<file path="src/xdp_pkg.sv">
// Constants and types shared by the exclusive-OR instruction datapath.
// Assumes a 14-bit instruction word and an 8-bit accumulator and data memory.
package xdp_pkg;

  // ==========================================================================
  // Widths
  // ==========================================================================
  localparam int XDP_INSTR_W = 14;         // Program word width
  localparam int XDP_DATA_W = 8;           // Accumulator and memory data width
  localparam int XDP_ADDR_W = 7;           // Data memory address field width
  localparam int XDP_OPC_W = 6;            // Upper opcode field width

  // ==========================================================================
  // Opcode fields
  // ==========================================================================
  localparam int XDP_OPC_HI = 13;          // Top bit of the opcode field
  localparam int XDP_OPC_LO = 8;           // Bottom bit of the opcode field
  localparam int XDP_LIT_HI = 7;           // Top bit of the literal
  localparam int XDP_LIT_LO = 0;           // Bottom bit of the literal
  localparam int XDP_DEST_BIT = 7;         // Destination select in register form
  localparam int XDP_ADDR_HI = 6;          // Top bit of register address
  localparam int XDP_ADDR_LO = 0;          // Bottom bit of register address
  localparam logic [5:0] XDP_OPC_XOR_LIT = 6'h3a;  // Immediate form, 11 1010
  localparam logic [5:0] XDP_OPC_XOR_REG = 6'h06;  // Register form, 00 0110

  // ==========================================================================
  // Reset values
  // ==========================================================================
  localparam logic [7:0] XDP_ACCUM_RST = 8'h00;    // Accumulator after reset
  localparam logic [6:0] XDP_ADDR_RST = 7'h00;     // Memory address after reset

  // ==========================================================================
  // Types
  // ==========================================================================
  // Quarter phases of one instruction cycle
  typedef enum logic [1:0] {
    XDP_Q1 = 2'b00,
    XDP_Q2 = 2'b01,
    XDP_Q3 = 2'b10,
    XDP_Q4 = 2'b11
  } xdp_phase_t;

  // Decoded instruction kind
  typedef enum logic [1:0] {
    XDP_K_NONE = 2'b00,
    XDP_K_LIT = 2'b01,
    XDP_K_REG = 2'b10
  } xdp_kind_t;

endpackage : xdp_pkg

</file>
<file path="src/xdp_core.sv">
// Exclusive-OR instruction datapath: decode, operand read, operation, write.
// Assumes a data memory that returns read data in the cycle its read strobe
// is high, and an instruction word presented during the first quarter phase.
//
// What this block does
// [RULE1] Decode immediate form, top six bits 111010
// [RULE2] Immediate form: accumulator XOR literal into accumulator
// [RULE3] Register form, select 0: result to accumulator
// [RULE4] Register form, select 1: result to register
// [RULE5] One word, one instruction cycle, no stalls
// [RULE6] Four quarter phases: decode, read, operate, write
// [RULE7] Zero flag follows the 8-bit result
// [RULE8] Register form: bit 7 select, bits 6:0 address
`timescale 1ns/1ps

module xdp_core
  import xdp_pkg::*;
(
  input wire logic i_core_clk,                       // Core clock, 250 MHz
  input wire logic i_rst_n,                          // Asynchronous reset, active low
  input wire logic i_instr_valid,                    // Instruction word present in Q1
  input wire logic [XDP_INSTR_W-1:0] i_instr,        // Fetched program word
  input wire logic [XDP_DATA_W-1:0] i_mem_rdata,     // Data memory read data
  output logic [1:0] o_phase,                        // Current quarter phase
  output logic [XDP_DATA_W-1:0] o_accum,             // Accumulator contents
  output logic o_zero,                               // Zero flag
  output logic o_mem_rd,                             // Data memory read strobe
  output logic [XDP_ADDR_W-1:0] o_mem_addr,          // Data memory address
  output logic o_mem_wr,                             // Data memory write strobe
  output logic [XDP_DATA_W-1:0] o_mem_wdata,         // Data memory write data
  output logic o_done                                // Instruction retired pulse
);

  // ==========================================================================
  // State
  // ==========================================================================
  // All state in one record so the update is one comb and one flop process
  typedef struct packed {
    xdp_phase_t phase;                     // Quarter phase counter
    xdp_kind_t kind;                       // Instruction in flight
    logic dest_reg;                        // Result goes to memory register
    logic [XDP_DATA_W-1:0] literal;        // Literal held from decode
    logic [XDP_DATA_W-1:0] operand;        // Second operand for the XOR
    logic [XDP_DATA_W-1:0] result;         // XOR result held for write-back
    logic [XDP_DATA_W-1:0] accum;          // Accumulator
    logic zero;                            // Zero flag
    logic mem_rd;                          // Read strobe
    logic [XDP_ADDR_W-1:0] mem_addr;       // Register address
    logic mem_wr;                          // Write strobe
    logic [XDP_DATA_W-1:0] mem_wdata;      // Write data
    logic done;                            // Retire pulse
  } xdp_state_t;

  xdp_state_t st_r;                        // Registered state
  xdp_state_t st_nxt;                      // Next state
  logic [XDP_OPC_W-1:0] opc;               // Opcode field of incoming word
  xdp_kind_t dec_kind;                     // Decode of incoming word

  // ==========================================================================
  // Decode
  // ==========================================================================
  // Opcode field of the incoming word
  assign opc = i_instr[XDP_OPC_HI:XDP_OPC_LO];

  // Recognise the two forms; anything else passes through as a no-op
  always_comb begin
    if (!i_instr_valid) begin
      dec_kind = XDP_K_NONE;
    end else if (opc == XDP_OPC_XOR_LIT) begin
      dec_kind = XDP_K_LIT; // RULE1
    end else if (opc == XDP_OPC_XOR_REG) begin
      dec_kind = XDP_K_REG; // RULE8
    end else begin
      dec_kind = XDP_K_NONE;
    end
  end

  // ==========================================================================
  // Next state
  // ==========================================================================
  // Phase sequencer and datapath; one phase per clock, never stalls
  always_comb begin
    st_nxt = st_r;
    st_nxt.phase = xdp_phase_t'(st_r.phase + 2'b01); // RULE6
    st_nxt.done = 1'b0;
    case (st_r.phase)
      XDP_Q1: begin
        // Decode and latch the fields
        st_nxt.kind = dec_kind; // RULE6
        st_nxt.dest_reg = i_instr[XDP_DEST_BIT]; // RULE8
        st_nxt.literal = i_instr[XDP_LIT_HI:XDP_LIT_LO];
        st_nxt.mem_addr = i_instr[XDP_ADDR_HI:XDP_ADDR_LO]; // RULE8
        st_nxt.mem_rd = (dec_kind == XDP_K_REG);
      end
      XDP_Q2: begin
        // Operand read: literal or the addressed register
        if (st_r.kind == XDP_K_REG) begin
          st_nxt.operand = i_mem_rdata;
        end else begin
          st_nxt.operand = st_r.literal; // RULE2
        end
        st_nxt.mem_rd = 1'b0;
      end
      XDP_Q3: begin
        // Operation; memory write strobe prepared for Q4
        st_nxt.result = st_r.accum ^ st_r.operand; // RULE2
        if (st_r.kind == XDP_K_REG && st_r.dest_reg) begin
          st_nxt.mem_wr = 1'b1; // RULE4
          st_nxt.mem_wdata = st_r.accum ^ st_r.operand;
        end
      end
      default: begin
        // Q4 write-back; the instruction retires at this edge
        st_nxt.mem_wr = 1'b0;
        if (st_r.kind != XDP_K_NONE) begin
          st_nxt.zero = (st_r.result == '0); // RULE7
          st_nxt.done = 1'b1; // RULE5
          if (st_r.kind == XDP_K_LIT || !st_r.dest_reg) begin
            st_nxt.accum = st_r.result; // RULE3
          end
        end
        st_nxt.kind = XDP_K_NONE;
      end
    endcase
  end

  // ==========================================================================
  // Registers
  // ==========================================================================
  // State flops; reset loads constants only
  always_ff @(posedge i_core_clk or negedge i_rst_n) begin
    if (!i_rst_n) begin
      st_r <= '{phase: XDP_Q1, kind: XDP_K_NONE, dest_reg: 1'b0, literal: '0,
                operand: '0, result: '0, accum: XDP_ACCUM_RST, zero: 1'b0,
                mem_rd: 1'b0, mem_addr: XDP_ADDR_RST, mem_wr: 1'b0,
                mem_wdata: '0, done: 1'b0};
    end else begin
      st_r <= st_nxt;
    end
  end

  // ==========================================================================
  // Outputs
  // ==========================================================================
  // Every output is a state flop, no logic after the register
  assign o_phase = st_r.phase;
  assign o_accum = st_r.accum;
  assign o_zero = st_r.zero;
  assign o_mem_rd = st_r.mem_rd;
  assign o_mem_addr = st_r.mem_addr;
  assign o_mem_wr = st_r.mem_wr;
  assign o_mem_wdata = st_r.mem_wdata;
  assign o_done = st_r.done;
endmodule : xdp_core

</file>
<file path="config.mk">
export PLATFORM = sky130hd
export DESIGN_NAME = xdp_core
export DESIGN_NICKNAME = d
export VERILOG_FILES = /design/src/xdp_pkg.sv /design/src/xdp_core.sv
export SDC_FILE = /design/constraint.sdc
export NUM_CORES = 1
export LEC_CHECK = 0
export ABC_CLOCK_PERIOD_IN_PS = 2009
export BUFFER_PORTS_ARGS = -buffer_cell sky130_fd_sc_hd__buf_2
export CORE_UTILIZATION = 53
export CTS_CLUSTER_DIAMETER = 100
export CTS_CLUSTER_SIZE = 14
export DETAILED_ROUTE_END_ITERATION = 12
export PLACE_DENSITY = 0.86
export SYNTH_ARGS = -nofsm -noshare
export SYNTH_HDL_FRONTEND = slang
export SYNTH_SLANG_ARGS = --single-unit
</file>
<file path="constraint.sdc">
create_clock -name i_core_clk -period 2.01 [get_ports i_core_clk]
set_input_delay 0.3015 -clock i_core_clk [delete_from_list [all_inputs] [get_ports i_core_clk]]
set_output_delay 0.3015 -clock i_core_clk [all_outputs]
set_load 0.03 [all_outputs]
</file>
==> metrics.md <==
| Metric | Value |
|---|---|
| Number of global-route vias before repair | 1,223 |
| Final Wtd Congestion | 0.7512 |
| PostCTS Resize Cnt | 0 |
| Synthesis-stage register bit count | 48 |
| Iter 0 DRT Violations | 73 |
| Flop pwr share | 53.3% |
| FMAX | 633.5 MHz |
| Dominant cells by area after synthesis | dfrtp_1 (54%), buf_4 (8.5%), mux2_4 (5.4%) |
| Syn Nets | 218 |
| GRT Overall Usage | 18.56% |
| Internal power | 1511 µW |
| Synthesis Warnings | 0 |
| Dpl hpwl | 2.645 mm |
| Crit. End Element | flop |
| Gr ovfl total | 0 |
| Post-synth top area cell | dfrtp_1 |
| Share of flip-flops with an asynchronous set or reset | 100.0% |
| Synth top area share | 54.24% |
| Clock Path Buffers | 2 |
| Final WL | 3.574 mm |
| PortBufs | 53 |
| Total setup buffers inserted after CTS | 0 |
| First-pass GRT wire length | 5.996 mm |
| DP Area | 0.002335 mm² |
| Hold Slack | 0.06331 ns |
| Initial antenna violation count | 0 |
| Clock transition at path regs | 0.09 ns |
| Result of the run | complete, no violations |
| CORE AREA | 0.004000 mm² |
| Max-cap viol count | 0 |
| Slew Limit Fails | 0 |
| Post-Layout Inst Area | 0.002456 mm² |
| Final Hold Vio Count | 0 |
| Combinational fraction of design power | 10.0% |
| Pwr Density | 812.4 mW/mm² |
| Clock Latency Late Sink | 0.31 ns |
| Leakage | 0.001289 µW |
| TritonRoute pass-1 iters | 4 |
| Die footprint | 0.004441 mm² |
| Critical path type | reg -> reg |
| # diodes | 0 |
| # IOs | 54 |
| Switch share | 24.26% |
| Root Buffer | clkbuf_8 |
| Total negative slack | 0 ns |
| Die W | 66.64 µm |
| Area growth from synthesis to layout | 10.90% |
| Clk pwr share | 36.6% |
| Unique cell type count in the Yosys netlist | 25 |
| WP data arrival | 1.78 ns |
| Layout cells sized above 1 | 38.64% |
| Top_reg_cell synth | dfrtp_1 |
| Relative slew slack | 58.41% |
| CTS tree | done |
| Routed len/inst | 13.24 µm |
| Final Critical Period | 1.578 ns |
| Clk_skew | 0.01142 ns |
| Netlist Area Pre-Place | 0.002215 mm² |
| Core Rows | 23 |
| Hold WC Path Type | in -> async |
| Largest net degree at the start of global routing | 49 |
| Die extent in y | 66.64 µm |
| DRC viols | 0 |
| Nets | 248 |
| Number of synthesized flops with an enable pin | 0 |
| Worst EP required | 2.21 ns |
| Most frequent cell after synthesis | dfrtp_1 |
| CP startpoint kind | flop |
| Vias per inst | 5.100 |
| Cells after Synth | 189 |
| CTS Sinks | 48 |
| Avg Cell Area, Syn | 11.72 µm² |
| H-tree levels | 2 |
| RSZ-0062 raised after global routing | no |
| IR Drop Worst-Case VDD | 0.4019 mV |
| Period utilisation layout | 78.53% |
| Worst Max-Slew Pin Slew | 0.6239 ns |
| Largest fanout on the critical path | 8 |
| Post-synthesis sequential area ratio | 54.24% |
| Final ANT Viol Nets | 0 |
| Starting Density | 55.36% |
| CTS Hold Bufs | 0 |
| Total CTS buffers | 5 |
| Endpoints failing setup | 0 |
| Most frequent cells after synthesis | dfrtp_1 (48), buf_4 (25), a21oi_1 (16), nor2_1 (16), nand2_1 (12) |
| NetSw | 484.0 µW |
| Via Count | 1,377 |
final timing paths:
check	startpoint	endpoint	slack (ns)	cells past startpoint
max	o_phase[0]	o_accum[2]	0.43	4
max reg2reg	o_phase[0]	o_accum[2]	0.43	4
min in group i_core_clk	i_instr[2]	st_r[45]	0.22	2
min reg2reg	o_mem_wdata[6]	o_mem_wdata[6]	0.49	2
max in group asynchronous	i_rst_n	o_phase[0]	1.54	2
min	i_rst_n	st_r[44]	0.06	2
layer usage:
layer  global-route usage (%)  share of wire [%]  up-vias
li1                         -                  -      674
met1                    27.61                 52      646
met2                    25.00                 41       52
met3                    5.651                5.9        5
met4                    7.181                1.5        0
met5                        0                  0        -
state kept, by name (all words and copies together) (netlist names):
register     flops
o_done           1
o_mem_wr         1
st_r            26
o_accum          8
o_mem_wdata      8
o_zero           1
o_mem_rd         1
o_phase          2
worst max-delay path: stages, from the launching register on:
cell     delay [ns]
dfrtp_1        0.42
ha_1           0.22
o21ai_2        0.08
a21o_1         0.40
mux2_4         0.34
cells by family (layout without fill, tap and decap cells):
group                    after synthesis  after routing  synth area share, %
buffers and inverters                 36             67                10.90
flip-flops                            48             48                54.24
AO/OA/AOI/OAI                         32             32                8.192
adder cells (fa/ha/maj)                4              4                2.260
AND/OR/NAND/NOR                       37             37                8.135
XOR/XNOR                               8              8                3.164
multiplexers                          24             24                13.11
cell usage in the layout, fill, tap and decap left out, drive strengths merged, types with 4 or more instances in the layout:
| cell | count |
|---|---|
| o21ai | 11 |
| nor2 | 16 |
| buf | 56 |
| mux2i | 8 |
| xnor2 | 8 |
| a21oi | 17 |
| clkbuf | 6 |
| mux2 | 16 |
| dfrtp | 48 |
| nand2 | 12 |
| ha | 4 |
metrics by stage:
step,power (µW),instances,setup slack [ns],utilization (%)
floorplan,1230,189,0.5658,-
global placement,1278,262,0.4933,58.37
detailed placement,1287,262,0.4325,58.37
CTS,2015,270,0.4268,61.40
global route,2073,270,0.3280,61.40
finish,1995,270,0.4315,61.40
layout make-up:
cell class / instances / area (µm²)
Inverter: 3 / 11.26
Sequential cell: 48 / 1201
Multi-Input combinational cell: 105 / 772.0
Clock inverter: 2 / 38.79
Tap cell: 50 / 62.56
Timing Repair Buffer: 56 / 287.8
Fill cell: 341 / 1544
Clock buffer: 6 / 82.58
power by group through the flow:
stage | sequential [µW] | combinational, µW | clock, µW
detailed placement | 1080 | 204 | 0
global placement | 1080 | 197 | 0
global route | 1070 | 220 | 781
CTS | 1060 | 204 | 746
floorplan | 1070 | 159 | 0
finish | 1060 | 200 | 731
Power figures use the tool's default switching activity.
